$ cat src/common/dmac3_pkg.sv
package dmac3_pkg;

  // ****************************************************************
  // Register map
  // ****************************************************************
  localparam logic [31:0] REG_BASE      = 32'h5000_3630;
  localparam logic [31:0] IDX_SRC_LOW   = 32'h5000_3630;
  localparam logic [31:0] IDX_SRC_HIGH  = 32'h5000_3632;
  localparam logic [31:0] IDX_DST_LOW   = 32'h5000_3634;
  localparam logic [31:0] IDX_DST_HIGH  = 32'h5000_3636;
  localparam logic [31:0] IDX_THRESHOLD = 32'h5000_3638;
  localparam logic [31:0] IDX_LENGTH    = 32'h5000_363a;
  localparam logic [31:0] IDX_CONTROL   = 32'h5000_363c;
  localparam logic [31:0] IDX_ITEM      = 32'h5000_363e;
  localparam int          ADDR_BITS     = 8;

  // ****************************************************************
  // Control word fields
  // ****************************************************************
  localparam int             CTL_ON        = 0;
  localparam int             CTL_WIDTH_LO  = 1;
  localparam int             CTL_IRQ_EN    = 3;
  localparam int             CTL_TRIGGER   = 4;
  localparam int             CTL_DST_INC   = 5;
  localparam int             CTL_SRC_INC   = 6;
  localparam int             CTL_CIRCULAR  = 7;
  localparam int             CTL_PRIO_LO   = 8;
  localparam int             CTL_IDLE      = 11;
  localparam int             CTL_FILL      = 12;
  localparam int             CTL_EDGE      = 13;
  localparam logic [15:0]    CTL_RW_MASK   = 16'h3fff;
  localparam logic [15:0]    REG_RESET     = 16'h0000;
  localparam logic [1:0]     WIDTH_BYTE    = 2'h0;
  localparam logic [1:0]     WIDTH_HALF    = 2'h1;
  localparam logic [1:0]     WIDTH_WORD    = 2'h2;
  localparam int             PEERS         = 3;

  typedef enum logic [4:0] {
    ST_IDLE  = 5'h01,
    ST_ARB   = 5'h02,
    ST_READ  = 5'h04,
    ST_WRITE = 5'h08,
    ST_GAP   = 5'h10
  } dmac3_state_t;

  typedef struct packed {
    logic        valid;
    logic        write;
    logic [31:0] addr;
    logic [31:0] wdata;
    logic [1:0]  size;
  } dmac3_mem_t;

  typedef struct packed {
    logic [15:0]  src_low;
    logic [15:0]  src_high;
    logic [15:0]  dst_low;
    logic [15:0]  dst_high;
    logic [15:0]  threshold;
    logic [15:0]  length;
    logic [15:0]  control;
    logic [15:0]  item;
    dmac3_state_t state;
    dmac3_mem_t   mem;
    logic [31:0]  data;
    logic         fetched;
    logic         req_q;
    logic         pending;
    logic         bus_req;
    logic         bus_lock;
    logic         irq;
    logic         periph_ack;
    logic         pready;
    logic         pslverr;
    logic [31:0]  prdata;
  } dmac3_regs_t;

endpackage

$ cat src/verilog/dmac3_channel.sv
// What this block does
// - Source start address kept as two writable 16-bit halves, reset zero.
// - Destination start address kept as two writable 16-bit halves, reset zero.
// - After each item, interrupt if threshold equals index and enabled.
// - Moves programmed length plus one items.
// - Bit 13 picks level (0) or rising-edge (1) request sensing.
// - Bit 12 fill mode: one source read written to every destination.
// - Fill mode keeps the bus and is never preempted by other channels, unless bit 11 is set without triggering.
// - Bit 11 clear, untriggered: back-to-back transfers, lower masters locked out.
// - Bit 11 set: one idle cycle after each store; ignored when triggered.
// - Highest 3-bit priority field among requesting channels wins.
// - Equal priority: lowest channel number wins.
// - Bit 7 clear: stop after length and clear on bit.
// - Bit 7 set with triggering: index to zero, restart, stay on.
// - Bit 6 advances source address by width per item, else fixed.
// - Bit 5 advances destination address by width per item, else fixed.
// - Bit 4 clear starts at once; set waits for peripheral request.
// - Bit 3 gates the channel interrupt.
// - Width codes: 00 one byte, 01 two, 10 four, 11 reserved.
// - Bit 0 turns channel on; off halts it; bits 15:14 read zero.
// - Read-only item index counts items, forms addresses, zero at end.
// - Channel three serves the memory-to-peripheral request of its pair.
//
// Chosen here: the APB interface to the registers.
`timescale 1ns/1ps
`default_nettype none

module dmac3_channel
  import dmac3_pkg::*;
(
  input  wire logic                 clk,
  input  wire logic                 sys_rst,
  input  wire logic                 psel,
  input  wire logic                 penable,
  input  wire logic                 pwrite,
  input  wire logic [31:0]          paddr,
  input  wire logic [31:0]          pwdata,
  output logic                      pready,
  output logic [31:0]               prdata,
  output logic                      pslverr,
  input  wire logic                 periph_req_tx,
  output logic                      periph_ack,
  input  wire logic [PEERS-1:0]     peer_req,
  input  wire logic [3*PEERS-1:0]   peer_prio,
  output logic                      bus_req,
  output logic                      bus_lock,
  input  wire logic                 bus_gnt,
  output logic                      mem_valid,
  output logic                      mem_write,
  output logic [31:0]               mem_addr,
  output logic [31:0]               mem_wdata,
  output logic [1:0]                mem_size,
  input  wire logic                 mem_ready,
  input  wire logic [31:0]          mem_rdata,
  output logic                      irq
);

  // ****************************************************************
  // Helpers
  // ****************************************************************
  function automatic logic [ADDR_BITS-1:0] byte_addr(
    input logic [31:0] idx
  );
    logic [31:0] off;
    off = (idx - REG_BASE) << 2;
    return off[ADDR_BITS-1:0];
  endfunction

  function automatic logic [1:0] width_shift(input logic [1:0] code);
    logic [1:0] s;
    s = 2'h0;
    unique case (code)
      WIDTH_HALF: s = 2'h1;
      WIDTH_WORD: s = 2'h2;
      default:    s = 2'h0;
    endcase
    return s;
  endfunction

  // Reserved width code falls back to single bytes
  function automatic logic [1:0] size_code(input logic [1:0] code);
    logic [1:0] c;
    c = code;
    if (code == 2'h3) begin
      c = WIDTH_BYTE;
    end
    return c;
  endfunction

  function automatic logic [31:0] item_addr(
    input logic [31:0] start,
    input logic        inc,
    input logic [15:0] idx,
    input logic [1:0]  code
  );
    logic [31:0] step;
    step = {16'h0000, idx} << width_shift(code);
    return inc ? start + step : start;
  endfunction

  // ****************************************************************
  // State
  // ****************************************************************
  dmac3_regs_t r_r;
  dmac3_regs_t r_nxt;

  logic              on_bit;
  logic              trig_mode;
  logic              fill_mode;
  logic              hold_bus;
  logic              trig_ok;
  logic              win;
  logic              last_item;
  logic              apb_access;
  logic              apb_commit;
  logic              addr_hit;
  logic [2:0]        my_prio;
  logic [1:0]        width_code;
  logic [31:0]       src_start;
  logic [31:0]       dst_start;
  logic [ADDR_BITS-1:0] offs;

  assign on_bit    = r_r.control[CTL_ON];
  assign trig_mode = r_r.control[CTL_TRIGGER];
  assign fill_mode = r_r.control[CTL_FILL];
  assign my_prio   = r_r.control[CTL_PRIO_LO +: 3];
  assign width_code = r_r.control[CTL_WIDTH_LO +: 2];
  assign src_start = {r_r.src_high, r_r.src_low};
  assign dst_start = {r_r.dst_high, r_r.dst_low};
  assign last_item = (r_r.item == r_r.length);
  assign offs      = paddr[ADDR_BITS-1:0];
  assign apb_access = psel && penable;
  assign apb_commit = apb_access && r_r.pready;

  // Bus held for the whole run in blocking mode, and in fill mode unless bit 11 gaps it
  assign hold_bus  = fill_mode
                     || (!r_r.control[CTL_IDLE] && !trig_mode);

  // Level or latched edge decides whether a beat may start
  assign trig_ok   = !trig_mode
                     || (r_r.control[CTL_EDGE] ? r_r.pending
                                                : r_r.req_q);

  // Lose to any peer with higher or equal priority (higher or equal number)
  always_comb begin
    win = 1'b1;
    for (int i = 0; i < PEERS; i++) begin
      if (peer_req[i] && (peer_prio[3*i +: 3] >= my_prio)) begin
        win = 1'b0;
      end
    end
  end

  always_comb begin
    addr_hit = 1'b1;
    unique case (offs)
      byte_addr(IDX_SRC_LOW),  byte_addr(IDX_SRC_HIGH),
      byte_addr(IDX_DST_LOW),  byte_addr(IDX_DST_HIGH),
      byte_addr(IDX_THRESHOLD), byte_addr(IDX_LENGTH),
      byte_addr(IDX_CONTROL),  byte_addr(IDX_ITEM): addr_hit = 1'b1;
      default: addr_hit = 1'b0;
    endcase
    if (paddr[31:ADDR_BITS] != '0) begin
      addr_hit = 1'b0;
    end
  end

  // ****************************************************************
  // Next state
  // ****************************************************************
  always_comb begin
    r_nxt            = r_r;
    r_nxt.irq        = 1'b0;
    r_nxt.periph_ack = 1'b0;

    // Peripheral request capture
    r_nxt.req_q = periph_req_tx;
    if (periph_req_tx && !r_r.req_q) begin
      r_nxt.pending = 1'b1;
    end

    unique case (r_r.state)
      ST_IDLE: begin
        r_nxt.fetched = 1'b0;
        r_nxt.bus_req = 1'b0;
        r_nxt.bus_lock = 1'b0;
        if (on_bit && trig_ok) begin
          r_nxt.state   = ST_ARB;
          r_nxt.bus_req = 1'b1;
        end
      end
      ST_ARB: begin
        if (!on_bit) begin
          r_nxt.state    = ST_IDLE;
          r_nxt.bus_req  = 1'b0;
          r_nxt.bus_lock = 1'b0;
        end else if (trig_ok && ((r_r.bus_lock && hold_bus)
                     || (win && bus_gnt))) begin
          r_nxt.bus_lock = hold_bus;
          if (trig_mode) begin
            r_nxt.periph_ack = 1'b1;
            if (!(periph_req_tx && !r_r.req_q)) begin
              r_nxt.pending = 1'b0;
            end
          end
          r_nxt.mem.size  = size_code(width_code);
          r_nxt.mem.valid = 1'b1;
          if (fill_mode && r_r.fetched) begin
            r_nxt.state     = ST_WRITE;
            r_nxt.mem.write = 1'b1;
            r_nxt.mem.wdata = r_r.data;
            r_nxt.mem.addr  = item_addr(dst_start,
                                r_r.control[CTL_DST_INC], r_r.item,
                                r_r.control[CTL_WIDTH_LO +: 2]);
          end else begin
            r_nxt.state     = ST_READ;
            r_nxt.mem.write = 1'b0;
            r_nxt.mem.addr  = item_addr(src_start,
                                r_r.control[CTL_SRC_INC], r_r.item,
                                r_r.control[CTL_WIDTH_LO +: 2]);
          end
        end
      end
      ST_READ: begin
        if (mem_ready) begin
          r_nxt.data      = mem_rdata;
          r_nxt.fetched   = 1'b1;
          r_nxt.state     = ST_WRITE;
          r_nxt.mem.write = 1'b1;
          r_nxt.mem.wdata = mem_rdata;
          r_nxt.mem.addr  = item_addr(dst_start,
                              r_r.control[CTL_DST_INC], r_r.item,
                              r_r.control[CTL_WIDTH_LO +: 2]);
        end
      end
      ST_WRITE: begin
        if (mem_ready) begin
          r_nxt.mem.valid = 1'b0;
          r_nxt.mem.write = 1'b0;
          // Threshold compared before the index moves
          if (r_r.control[CTL_IRQ_EN]
              && (r_r.threshold == r_r.item)) begin
            r_nxt.irq = 1'b1;
          end
          if (last_item) begin
            r_nxt.item    = 16'h0000;
            r_nxt.fetched = 1'b0;
            if (!(r_r.control[CTL_CIRCULAR] && trig_mode)) begin
              r_nxt.control[CTL_ON] = 1'b0;
            end
          end else begin
            r_nxt.item = r_r.item + 16'h0001;
          end
          if (r_r.control[CTL_IDLE] && !trig_mode) begin
            r_nxt.state    = ST_GAP;
            r_nxt.bus_req  = 1'b0;
            r_nxt.bus_lock = 1'b0;
          end else if (last_item && !(r_r.control[CTL_CIRCULAR]
                       && trig_mode)) begin
            r_nxt.state    = ST_IDLE;
            r_nxt.bus_req  = 1'b0;
            r_nxt.bus_lock = 1'b0;
          end else begin
            r_nxt.state    = ST_ARB;
            if (!hold_bus) begin
              r_nxt.bus_lock = 1'b0;
            end
          end
        end
      end
      ST_GAP: begin
        // One free bus cycle for other masters
        if (on_bit) begin
          r_nxt.state   = ST_ARB;
          r_nxt.bus_req = 1'b1;
        end else begin
          r_nxt.state   = ST_IDLE;
        end
      end
    endcase

    // ****************************************************************
    // APB slave, answer on second access cycle
    // ****************************************************************
    r_nxt.pready  = 1'b0;
    r_nxt.pslverr = 1'b0;
    if (apb_access && !r_r.pready) begin
      r_nxt.pready  = 1'b1;
      r_nxt.pslverr = !addr_hit;
      r_nxt.prdata  = 32'h0000_0000;
      if (!pwrite && addr_hit) begin
        unique case (offs)
          byte_addr(IDX_SRC_LOW):   r_nxt.prdata[15:0] = r_r.src_low;
          byte_addr(IDX_SRC_HIGH):  r_nxt.prdata[15:0] = r_r.src_high;
          byte_addr(IDX_DST_LOW):   r_nxt.prdata[15:0] = r_r.dst_low;
          byte_addr(IDX_DST_HIGH):  r_nxt.prdata[15:0] = r_r.dst_high;
          byte_addr(IDX_THRESHOLD): r_nxt.prdata[15:0] = r_r.threshold;
          byte_addr(IDX_LENGTH):    r_nxt.prdata[15:0] = r_r.length;
          byte_addr(IDX_CONTROL):   r_nxt.prdata[15:0] =
                                      r_r.control & CTL_RW_MASK;
          byte_addr(IDX_ITEM):      r_nxt.prdata[15:0] = r_r.item;
          default:                  r_nxt.prdata = 32'h0000_0000;
        endcase
      end
    end
    if (apb_commit && pwrite && !r_r.pslverr) begin
      unique case (offs)
        byte_addr(IDX_SRC_LOW):   r_nxt.src_low   = pwdata[15:0];
        byte_addr(IDX_SRC_HIGH):  r_nxt.src_high  = pwdata[15:0];
        byte_addr(IDX_DST_LOW):   r_nxt.dst_low   = pwdata[15:0];
        byte_addr(IDX_DST_HIGH):  r_nxt.dst_high  = pwdata[15:0];
        byte_addr(IDX_THRESHOLD): r_nxt.threshold = pwdata[15:0];
        byte_addr(IDX_LENGTH):    r_nxt.length    = pwdata[15:0];
        byte_addr(IDX_CONTROL):   r_nxt.control   =
                                    pwdata[15:0] & CTL_RW_MASK;
        default: ;
      endcase
    end
  end

  // ****************************************************************
  // Registers
  // ****************************************************************
  always_ff @(posedge clk) begin
    if (sys_rst) begin
      r_r.src_low    <= REG_RESET;
      r_r.src_high   <= REG_RESET;
      r_r.dst_low    <= REG_RESET;
      r_r.dst_high   <= REG_RESET;
      r_r.threshold  <= REG_RESET;
      r_r.length     <= REG_RESET;
      r_r.control    <= REG_RESET;
      r_r.item       <= REG_RESET;
      r_r.state      <= ST_IDLE;
      r_r.mem        <= '0;
      r_r.data       <= 32'h0000_0000;
      r_r.fetched    <= 1'b0;
      r_r.req_q      <= 1'b0;
      r_r.pending    <= 1'b0;
      r_r.bus_req    <= 1'b0;
      r_r.bus_lock   <= 1'b0;
      r_r.irq        <= 1'b0;
      r_r.periph_ack <= 1'b0;
      r_r.pready     <= 1'b0;
      r_r.pslverr    <= 1'b0;
      r_r.prdata     <= 32'h0000_0000;
    end else begin
      r_r <= r_nxt;
    end
  end

  assign pready     = r_r.pready;
  assign prdata     = r_r.prdata;
  assign pslverr    = r_r.pslverr;
  assign periph_ack = r_r.periph_ack;
  assign bus_req    = r_r.bus_req;
  assign bus_lock   = r_r.bus_lock;
  assign mem_valid  = r_r.mem.valid;
  assign mem_write  = r_r.mem.write;
  assign mem_addr   = r_r.mem.addr;
  assign mem_wdata  = r_r.mem.wdata;
  assign mem_size   = r_r.mem.size;
  assign irq        = r_r.irq;

endmodule

`default_nettype wire

$ cat config.mk
export PLATFORM = sky130hd
export DESIGN_NAME = dmac3_channel
export DESIGN_NICKNAME = d
export VERILOG_FILES = /design/src/common/dmac3_pkg.sv /design/src/verilog/dmac3_channel.sv
export SDC_FILE = /design/constraint.sdc
export NUM_CORES = 1
export LEC_CHECK = 0
export BUFFER_PORTS_ARGS = -buffer_cell sky130_fd_sc_hd__buf_2
export CORE_MARGIN = 8
export CORE_UTILIZATION = 60
export CTS_BUF_LIST = sky130_fd_sc_hd__clkbuf_8
export DETAILED_ROUTE_END_ITERATION = 10
export GPL_TIMING_DRIVEN = 1
export PLACE_DENSITY = 0.88
export SLEW_MARGIN = 20
export SYNTH_ARGS = -nofsm -noshare
export SYNTH_HDL_FRONTEND = slang
export SYNTH_SLANG_ARGS = --single-unit
$ cat constraint.sdc
create_clock -name clk -period 4.4 [get_ports clk]
set_input_delay 0.88 -clock clk [delete_from_list [all_inputs] [get_ports clk]]
set_output_delay 0.88 -clock clk [all_outputs]
set_load 0.1 [all_outputs]
# Word-level counts from Yosys, hierarchy flattened
# Cells that the tools add are included.
# totals
register_bits,272
elab_cells,203
# op_classes
add_sub_neg,4
order_cmp,3
n_eq_ne,29
shifts,3
muxes,71
bitwise_logic,6
n_reduce_logical,61
# op_table
cell,n
32-bit two-way mux,4
16-bit one-hot mux with 8 select lines,1
64-bit one-hot mux with 2 select lines,1
32-bit adder,3
16-bit by 2-bit left shift with 32-bit output,3
73-bit two-way mux,1
68-bit two-way mux,1
65-bit two-way mux,1
34-bit two-way mux,1
33-bit two-way mux,1
16-bit == test,2
8-bit by 6-bit == test with 1-bit output (second input constant),4
16-bit two-way mux,2
1-bit two-way mux,29
2-bit two-way mux,14
5-bit one-hot mux with 5 select lines,1
24-bit two-way mux,1
24-bit nonzero test,1
1-bit logical AND,20
5-bit two-way mux,4
4-bit AND reduction,5
2-bit != test (second input constant),9
2-bit AND reduction,9
17-bit two-way mux,1
32 further kinds,58

# Logic depth before layout (Yosys ltp)
# Gate-level depths: netlist of run 1.
# depth
word_depth,18
depth_mapped,16

# Worst setup path before layout of run 1
# Ideal clock, no wire load.
# synth_timing
kind,register to register
start,register r_r[164] (netlist name)
end,register r_r (netlist bit mem_addr[19])
setup_time_ps,132
arrival_time_ps,3754
path_slack_ps,514
path_stages_with_launch,16
n_path_buf,3
cell_sequence,dfxtp_1 clkbuf_1 clkbuf_1 clkbuf_1 o21ai_0 o21ai_0 ha_1 a211o_1 or2_2 or2_2 o2111ai_1 a21oi_1 o21ai_0 xnor2_1 a2111oi_0 nor3_1
# synth_via
elab_chain_cells,13
word_cells_on_any_way,27
classes_between,add/sub (3); eq/ne (2); shift (3); mux (19)
# synth_rtl
element,line,source
start: declaration,dmac3_channel.sv:104,dmac3_regs_t r_r;
start signal: assignment,dmac3_channel.sv:348,r_r <= r_nxt;
2-bit == test or 2-bit by 1-bit == test with 1-bit output (tied branches),dmac3_channel.sv:72,unique case (code)
2-bit one-hot mux with 2 select lines *,dmac3_channel.sv:72,
2-bit two-way mux,dmac3_channel.sv:208,if (fill_mode && r_r.fetched) begin
2-bit two-way mux,dmac3_channel.sv:197,end else if (trig_ok && ((r_r.bus_lock && hold_bus)
2-bit two-way mux,dmac3_channel.sv:193,if (!on_bit) begin
2-bit two-way mux,dmac3_channel.sv:182,unique case (r_r.state)
16-bit by 2-bit left shift with 32-bit output,dmac3_channel.sv:97,"step = {16'h0000, idx} << width_shift(code);"
32-bit adder,dmac3_channel.sv:98,return inc ? start + step : start;
32-bit two-way mux,dmac3_channel.sv:98,
33-bit two-way mux,dmac3_channel.sv:208,
73-bit two-way mux,dmac3_channel.sv:197,
68-bit two-way mux,dmac3_channel.sv:193,
64-bit one-hot mux with 2 select lines *,dmac3_channel.sv:182,
# Every way passes the cells marked *; elsewhere a longest branch is shown, timed or not. The select of a mux whose other input is x is not followed.
# A chain may end at the register's enable or synchronous reset.

# Final worst setup path of run 1
# layout_timing
start,register r_r[164] (netlist name)
end,register r_r (netlist bit mem_addr[22])
# The elaborated chain is that of the path after synthesis.

==> results of run 1 <==
[registers in the layout (all words and copies together) (netlist names)]
register and count:
r_r 129, bus_req 1, fill_mode 1, mem_wdata 32, on_bit 1, periph_ack 1
my_prio 3, dst_start 32, mem_valid 1, pready 1, mem_addr 32, mem_size 2
bus_lock 1, prdata 16, pslverr 1, mem_write 1, irq 1
[final timing paths]
check	endpoint	slack, ns	depth (start not counted)
setup / recovery	mem_addr[22]$_SDFFE_PP0P_	0.32	14
hold / removal	r_r[66]$_SDFFE_PP0P_	0.46	2
setup reg to reg	mem_addr[22]$_SDFFE_PP0P_	0.32	14
hold reg to reg	r_r[66]$_SDFFE_PP0P_	0.46	2
[final cells by class]
cell class              instances  area, sq um  share of cell area [%]
repair buffers                243         1383                   8.311
clock buffers                  50        688.2                   4.137
inverters                      24        90.09                  0.5416
multi-input cells            1476         8747                   52.58
clock inverters                24        188.9                   1.136
flip-flops and latches        256         5125                   30.81
well taps                     330        412.9                   2.482
[logic make-up (layout without fill, tap and decap cells)]
| logic type | after synthesis | count (layout) | synth area share [%] |
|---|---|---|---|
| buffers and inverters | 268 | 341 | 9.106 |
| flip-flops | 256 | 256 | 33.78 |
| adder cells (fa/ha/maj) | 55 | 55 | 4.528 |
| multiplexers | 39 | 39 | 2.887 |
| other | 1 | 18 | 0.02472 |
| XOR/XNOR | 99 | 99 | 5.716 |
| AO/OA/AOI/OAI | 532 | 532 | 22.38 |
| AND/OR/NAND/NOR | 733 | 733 | 21.58 |
[placed cells by master (no fill, tap or decap), types with 11 or more instances in the layout]
cell type,instances
o21ai_0,77
a221oi_1,43
a21oi_1,206
inv_1,40
nand2b_1,28
dfxtp_1,256
and2_1,14
xor2_1,42
nand3_1,27
nor2_1,138
nand4_1,31
a31oi_1,15
and3_1,14
mux2i_1,28
conb_1,18
ha_1,54
xnor2_1,57
o211ai_1,21
buf_4,52
nor3_1,60
clkbuf_8,50
a22oi_1,68
buf_2,188
a311oi_1,11
a21o_1,21
nand2_1,359
[report_power, final]
part           total (uW)  switching, uW  internal [uW]
clock                2190            975           1210
sequential           2330           6.25           2320
combinational         242            183           58.2
total                4760           1160           3590
[per-layer routing]
metal	GRT usage (%)	up-vias	routed length [um]
li1	-	7020	-
met1	41.18	7087	19900
met2	47.42	1021	21770
met3	6.972	174	6292
met4	13.67	2	2205
met5	0	-	13
[worst min-delay path, delay by kind of cell (launching register included)]
family	cells	cell delay, ns
flip-flops	1	0.31
AND/OR/NAND/NOR	1	0.05
AO/OA/AOI/OAI	1	0.05
[through the flow]
stage	setup WS, ns	util [%]	hold WS (ns)
3_3_place_gp	0.4814	62.94	0.4410
6_report	0.3235	66.44	0.4590
2_1_floorplan	0.5143	-	0.4361
3_5_place_dp	0.4040	62.94	0.4513
5_1_grt	0.1636	66.44	0.4773
4_1_cts	0.4625	66.44	0.4609
==> results.yml, run 1 <==
global_route:
  antenna_found_initial: 1
  grt_pass1_wl_mm: 76.80
  grt_overflow: 0
  grt_usage_pct: 30.99
  grt_pass1_vias: 14130
  grt_max_degree: 123
critical_path:
  crit_chain: "buf_12 > mux2i_1 > o21ai_0 > ha_1 > a21o_1 > a311oi_1 > o211a_1 > nor3_1 > buf_4 > o211ai_1 > nor2_1 > xor2_1 > a221oi_1 > nor3_1"
  endpoint_kind: "flip-flop"
  cp_max_fo: 48
  arrival_ns: 4.47
  crit_slowest_cell: "a221oi_1"
  critPathKind: "flip-flop to flip-flop"
  crit_path_start: "r_r[164]$_SDFFE_PP0P_"
  start_kind: "flip-flop"
  cpLargestDelayFamily: "compound AO/OA/AOI/OAI gates"
  path_buf_inv: 2
  crit_required_ns: 4.79
  cpMostUsedCell: "nor3_1"
  cpPeakStageDelay_ns: 0.49
  timing.rr.start: "r_r[164]$_SDFFE_PP0P_"
routing:
  first_iter_violations: 1987
  routedWlPerCell_um: 20.88
  drc: 0
  routed_wl_mm: 50.18
  viasPerCell: 6.369
  drt_first_pass_iters: 7
  vias: 15300
  drtAntennaViolNets: 0
synth:
  synth_cell_types: 72
  synth_area_leaders: "dfxtp_1 34%, nand2_1 8.9%, a21oi_1 6.8%"
  async_reset_ff_share_pct: 0
  syn_area_sq_um: 15170
  synth_seq_cells: 256
  ys_seq_area_share_pct: 33.78
  synth.most_common_cell: "nand2_1"
  synth_cells: 1983
  synth_edf_count: 0
  yosysTopAreaCellShare_pct: 33.78
  syn_area_per_cell_sq_um: 7.650
  synth_ff_type: "dfxtp_1"
  synth_common_cells: "359 x nand2_1, 256 x dfxtp_1, 206 x a21oi_1"
  synth_area_leader_cell: "dfxtp_1"
  ys_warn_count: 0
hold_path:
  hp-start: "r_r[66]$_SDFFE_PP0P_"
  hold_class: "flip-flop to flip-flop"
timing:
  worst_pin_slew_ns: 0.9592
  fmax_mhz: 245.3
  fin_skew_ns: 0.02584
  post-route-period-util_pct: 92.65
  slew_viol_final: 0
  finalHoldViolCount: 0
  tns_ns: 0
  relSlewSlack_pct: 35.56
  fin_crit_ns: 4.077
  setup_viol_count_final: 0
  rsz0062_at_grt: "false"
clock_tree:
  cts_root_buf: "clkbuf_8"
  cts_resized: 0
  clk_path_buf_depth: 3
  cts_tree: "done"
  clk_pin_slew_ns: 0.06
  htree_levels: 2
  cts_buffers: 43
  cts.sinks: 256
  postCtsHoldBufs: 0
  cts_setup_buffers: 0
  clk_latency_ns: 0.56
run_status:
  status: "completed"
floorplanning:
  core_region_area_sq_um: 25040
  rows: 58
  start_util_pct: 60.59
  dieArea_sq_um: 30630
  fp.dieH_um: 175.0
  io_pins: 222
  die_w_um: 175.0
placed_design:
  gp_congestion: 1.049
  postPlaceCellArea_sq_um: 15760
  portBuffers: 189
  dp.final_hpwl_mm: 37.11
  dp.cells: 2329
cells_and_area:
  diodes: 0
  fillers: 2103
  final_cell_area_sq_um: 16630
  syn_to_final_growth_pct: 9.659
  drive_above_1_share_pct: 15.82
  nets: 2214
  fin_cells: 2403
flow_run:
  drv_cap: 0
power:
  p_leak_uw: 0.006564
  finalPower_uw: 4759
  p_per_area_nw_per_um2: 286.1
  peakVddDrop_mv: 0.2246
Note: power is estimated with default switching activity, not from simulation.
==> run 2: changes to the inputs <==
Settings changed: PLACE_DENSITY 0.88 to 0.83.
==> results.yml, run 2 (same netlist as run 1, synthesis figures left out) <==
placed_design:
  dp.final_hpwl_mm: 36.38
  gp_congestion: 1.003
  portBuffers: 189
cells_and_area:
  largest_reg_flops: 129
  regMostFlops: "r_r"
  drive_above_1_share_pct: 16.05
  diodes: 0
  final_cell_mix: "359 x nand2_1, 256 x dfxtp_1, 206 x a21oi_1"
  nets: 2208
  syn_to_final_growth_pct: 9.848
  final_common_cell: "nand2_1"
clock_tree:
  clk_pin_slew_ns: 0.06
  cts_root_buf: "clkbuf_8"
  postCtsHoldBufs: 0
  clk_latency_ns: 0.57
  cts.sinks: 256
  cts_buffers: 42
  cts_setup_buffers: 0
  clk_path_buf_depth: 3
  cts_resized: 0
  cts_tree: "done"
  htree_levels: 2
floorplanning:
  dieArea_sq_um: 30630
  io_pins: 222
  rows: 58
  fp.dieH_um: 175.0
  die_w_um: 175.0
  start_util_pct: 60.59
  core_region_area_sq_um: 25040
power:
  p_leak_uw: 0.006542
  p_per_area_nw_per_um2: 291.5
  peakVddDrop_mv: 0.2478
critical_path:
  critPathKind: "flip-flop to flip-flop"
  cp_max_fo: 48
  reg2reg_depth: 13
  endpoint_kind: "flip-flop"
  crit_required_ns: 4.80
  arrival_ns: 4.35
  start_kind: "flip-flop"
global_route:
  grt_pass1_wl_mm: 77.21
  grt_pass1_vias: 14020
  grt_max_degree: 113
  antenna_found_initial: 1
  grt_overflow: 0
  grt_usage_pct: 31.24
timing:
  tns_ns: 0
  fin_skew_ns: 0.02169
  slew_viol_final: 0
  post-route-period-util_pct: 89.71
  fmax_mhz: 253.3
  whs_ns: 0.4545
  relSlewSlack_pct: 31.23
  fin_crit_ns: 3.947
  setup_viol_count_final: 0
  rsz0062_at_grt: "false"
  finalHoldViolCount: 0
  worst_pin_slew_ns: 1.031
routing:
  viasPerCell: 6.316
  drc: 0
  first_iter_violations: 2109
  vias: 15150
  routedWlPerCell_um: 20.85
  routed_wl_mm: 50.02
  drtAntennaViolNets: 0
  drt_first_pass_iters: 5
hold_path:
  hold_depth: 2
  hold_class: "flip-flop to flip-flop"
flow_run:
  drv_cap: 0
run_status:
  status: "completed"
run 2: changes by cell type in the layout (fill, tap and decap cells not counted):
cell        delta
clkbuf_8       +8
inv_1          -6
buf_4          -5
inv_6          -2
bufinv_16      -1
clkinv_4       +1
clkinvlp_4     +1
nor3_1         -1
nor3_2         +1
nor3b_1        -1
nor3b_2        +1
run 2: per-stage QoR:
step | instance area (sq um) | total power, uW | setup slack, ns | util (%) | std cells
6_report | 16660 | 4858 | 0.4526 | 66.56 | 2399
5_1_grt | 16660 | 4975 | 0.1288 | 66.56 | 2399
4_1_cts | 16660 | 4865 | 0.4671 | 66.56 | 2399
3_5_place_dp | 15730 | 2613 | 0.4868 | 62.83 | 2324
3_3_place_gp | 15730 | 2612 | 0.6209 | 62.83 | 2324
2_1_floorplan | 15230 | 2529 | 0.5143 | - | 2000
run 2: layout make-up:
| type | instances | area, sq um |
|---|---|---|
| flip-flops and latches | 256 | 5125 |
| fillers | 2184 | 8373 |
| multi-input cells | 1476 | 8757 |
| well taps | 330 | 412.9 |
| repair buffers | 238 | 1345 |
| clock inverters | 17 | 135.1 |
| inverters | 24 | 90.09 |
| clock buffers | 58 | 798.3 |
run 2: layer usage:
metal | GRT usage (%) | wire length [um]
met2 | 48.00 | 22130
met3 | 6.259 | 6347
met5 | 0 | 13
met1 | 42.51 | 19630
met4 | 11.97 | 1901
run 2: path summary, 6_finish.rpt:
check                        start                         to  slack (ns)
max          r_r[164]$_SDFFE_PP0P_  mem_addr[19]$_SDFFE_PP0P_        0.45
min           r_r[45]$_SDFFE_PP0P_       r_r[45]$_SDFFE_PP0P_        0.45
max reg2reg  r_r[164]$_SDFFE_PP0P_  mem_addr[19]$_SDFFE_PP0P_        0.45
min reg2reg   r_r[45]$_SDFFE_PP0P_       r_r[45]$_SDFFE_PP0P_        0.45
run 2: report_power, final:
| group | switching (uW) | internal (uW) |
|---|---|---|
| sequential | 6.25 | 2320 |
| clock | 997 | 1290 |
| combinational | 183 | 58.1 |
| total | 1190 | 3670 |
run 2: critical path, cell delays in order, from the launching register on:
cell	delay, ns
dfxtp_1	0.35
buf_12	0.22
o21ai_0	0.12
o21ai_0	0.36
ha_1	0.39
a211o_1	0.34
or2_2	0.30
or2_2	0.30
o2111ai_1	0.26
a21oi_1	0.25
o21ai_0	0.25
xnor2_1	0.08
a2111oi_0	0.47
nor3_1	0.09
==> run 3: changes to the inputs <==
Settings changed: ABC_AREA set to 1.
==> results.yml, run 3 <==
global_route:
  grt_pass1_vias: 16310
  grt_pass1_wl_mm: 91.56
  antenna_found_initial: 0
  grt_usage_pct: 35.41
  grt_max_degree: 87
  grt_overflow: 0
timing:
  fmax_mhz: 242.1
  worst_pin_slew_ns: 1.087
  fin_skew_ns: 0.01957
  finalHoldViolCount: 0
  tns_ns: 0
  whs_ns: 0.4465
  fin_crit_ns: 4.130
  slew_viol_final: 0
  rsz0062_at_grt: "false"
  relSlewSlack_pct: 27.48
  post-route-period-util_pct: 93.86
  setup_viol_count_final: 0
floorplanning:
  core_region_area_sq_um: 26650
  io_pins: 222
  fp.dieH_um: 179.9
  start_util_pct: 60.48
  die_w_um: 179.9
  dieArea_sq_um: 32360
  rows: 60
clock_tree:
  postCtsHoldBufs: 0
  clk_latency_ns: 0.57
  cts_setup_buffers: 0
  clk_path_buf_depth: 3
  cts_resized: 0
  clk_pin_slew_ns: 0.07
  cts.sinks: 256
  cts_root_buf: "clkbuf_8"
  cts_tree: "done"
  cts_buffers: 45
  htree_levels: 2
critical_path:
  crit_required_ns: 4.87
  regToRegEndpoint: "mem_addr[22]$_SDFFE_PP0P_"
  reg2reg_slack_ns: 0.27
  endpoint_kind: "flip-flop"
  reg2reg_depth: 18
  start_kind: "flip-flop"
  cp_max_fo: 9
  arrival_ns: 4.60
  critPathKind: "flip-flop to flip-flop"
  timing.rr.start: "r_r[163]$_SDFFE_PP0P_"
synth:
  synth_ff_type: "dfxtp_1"
  synth_edf_count: 0
  synth_seq_cells: 256
  syn_area_per_cell_sq_um: 6.614
  yosysTopAreaCellShare_pct: 31.80
  ys_warn_count: 0
  ys_seq_area_share_pct: 31.80
  synth.most_common_cell: "nand2_1"
  synth_common_cells: "448 x nand2_1, 285 x a21oi_1, 274 x inv_1"
  synth_cells: 2437
  syn_area_sq_um: 16120
  synth_area_leaders: "dfxtp_1 32%, nand2_1 10%, a21oi_1 8.8%"
  synth_cell_types: 55
  synth_area_leader_cell: "dfxtp_1"
  async_reset_ff_share_pct: 0
cells_and_area:
  utilization_pct: 65.75
  syn_to_final_growth_pct: 8.710
  multiInputGateArea_sq_um: 8758
  diodes: 0
  fillers: 2509
  final_common_cell: "nand2_1"
  regMostFlops: "r_r"
  largest_reg_flops: 129
  drive_above_1_share_pct: 13.09
  final_cell_mix: "448 x nand2_1, 287 x inv_1, 285 x a21oi_1"
  seq_area_sq_um: 5125
  nets: 2680
routing:
  vias: 17410
  drc: 0
  first_iter_violations: 1930
  routed_wl_mm: 60.32
  drt_first_pass_iters: 8
  routedWlPerCell_um: 20.91
  viasPerCell: 6.038
  drtAntennaViolNets: 0
placed_design:
  gp_congestion: 1.040
  dp.final_hpwl_mm: 44.85
  portBuffers: 189
run_status:
  status: "completed"
flow_run:
  drv_cap: 0
power:
  pwr-share-seq_pct: 44.7
  p_clk_share_pct: 45.9
  p_per_area_nw_per_um2: 300.7
  peakVddDrop_mv: 0.2920
  internal-power_uw: 3810
  comb_power_share_pct: 9.4
  p_leak_uw: 0.007229
  power_switching_uw: 1459
  swShare_pct: 27.69
hold_path:
  hold_class: "flip-flop to flip-flop"
  min_to: "r_r[54]$_SDFFE_PP0P_"
  hp-start: "r_r[54]$_SDFFE_PP0P_"
  hold_depth: 2
[run 3: cell count changes after synthesis, moves of 29 or more]
| cell | previous run | this run |
|---|---|---|
| inv_1 | 24 | 274 |
| o21ai_0 | 77 | 265 |
| nand2_1 | 359 | 448 |
| nand3_1 | 27 | 108 |
| a21oi_1 | 206 | 285 |
| nor2_1 | 139 | 208 |
| a22oi_1 | 68 | 0 |
| clkbuf_1 | 134 | 83 |
| xnor2_1 | 57 | 6 |
| o22ai_1 | 3 | 40 |
| o211ai_1 | 21 | 56 |
| a221oi_1 | 43 | 14 |
[run 3: power by group through the flow]
| stage | clock network [uW] | logic, uW | registers [uW] |
|---|---|---|---|
| after global placement | 0 | 481 | 2400 |
| after floorplan | 0 | 364 | 2420 |
| after detailed placement | 0 | 488 | 2410 |
| after CTS | 2410 | 490 | 2360 |
| after global routing | 2520 | 526 | 2360 |
| final | 2420 | 496 | 2360 |
[run 3: layout make-up]
cell class,count,share of cell area (%)
multi-input cells,1701,49.99
flip-flops and latches,256,29.25
repair buffers,217,6.598
inverters,289,6.198
clock buffers,55,4.320
well taps,341,2.435
clock inverters,25,1.214
[run 3: how the worst max path moves through the flow]
| stage | from | end | cells past startpoint |
|---|---|---|---|
| 6_report | r_r[163]$_SDFFE_PP0P_ | mem_addr[22]$_SDFFE_PP0P_ | 18 |
| 3_3_place_gp | r_r[163]$_SDFFE_PP0P_ | mem_addr[22]$_SDFFE_PP0P_ | 18 |
| 5_1_grt | r_r[163]$_SDFFE_PP0P_ | mem_addr[22]$_SDFFE_PP0P_ | 18 |
| 3_5_place_dp | r_r[163]$_SDFFE_PP0P_ | mem_addr[22]$_SDFFE_PP0P_ | 18 |
| 4_1_cts | r_r[163]$_SDFFE_PP0P_ | mem_addr[22]$_SDFFE_PP0P_ | 18 |
| 2_1_floorplan | r_r[163]$_SDFFE_PP0P_ | mem_addr[22]$_SDFFE_PP0P_ | 22 |
[run 3: cell families after synthesis]
| group | Yosys count | synth area share [%] |
|---|---|---|
| simple gates | 886 | 23.66 |
| compound gates | 718 | 24.71 |
| buf+inv | 497 | 14.26 |
| flops | 256 | 31.80 |
| fa+ha+maj | 54 | 4.192 |
| xor+xnor | 25 | 1.358 |
| other cells | 1 | 0.02327 |
[run 3: layer usage]
layer  vias to the layer above  share of wire, %  GRT usage (%)
met5                         -                 0              0
li1                       8232                 -              -
met4                         0               5.6          18.97
met1                      7952                39          44.93
met3                       195                10          6.048
met2                      1035                45          56.85
[run 3: per-stage QoR]
step	total power [uW]	worst slack, ns	instance area [sq um]	std cells
2_1_floorplan	2788	1.611	16180	2454
3_3_place_gp	2885	0.5500	16550	2804
3_5_place_dp	2893	0.4694	16550	2804
4_1_cts	5255	0.4251	17520	2884
5_1_grt	5404	0.1393	17520	2884
6_report	5269	0.2701	17520	2884
[run 3: worst max-delay path, stage by stage (launching register included)]
cell      delay (ns)
dfxtp_1         0.33
inv_1           0.10
nand2_1         0.25
inv_1           0.40
a21oi_1         0.07
o21ai_0         0.10
o21ai_0         0.36
ha_1            0.44
nand2_1         0.14
o21ai_0         0.44
a21oi_1         0.17
o211ai_1        0.44
nand3_1         0.14
nand2_1         0.17
nand3_1         0.09
nand3_1         0.10
nand3_1         0.14
nand2_1         0.10
inv_1           0.04
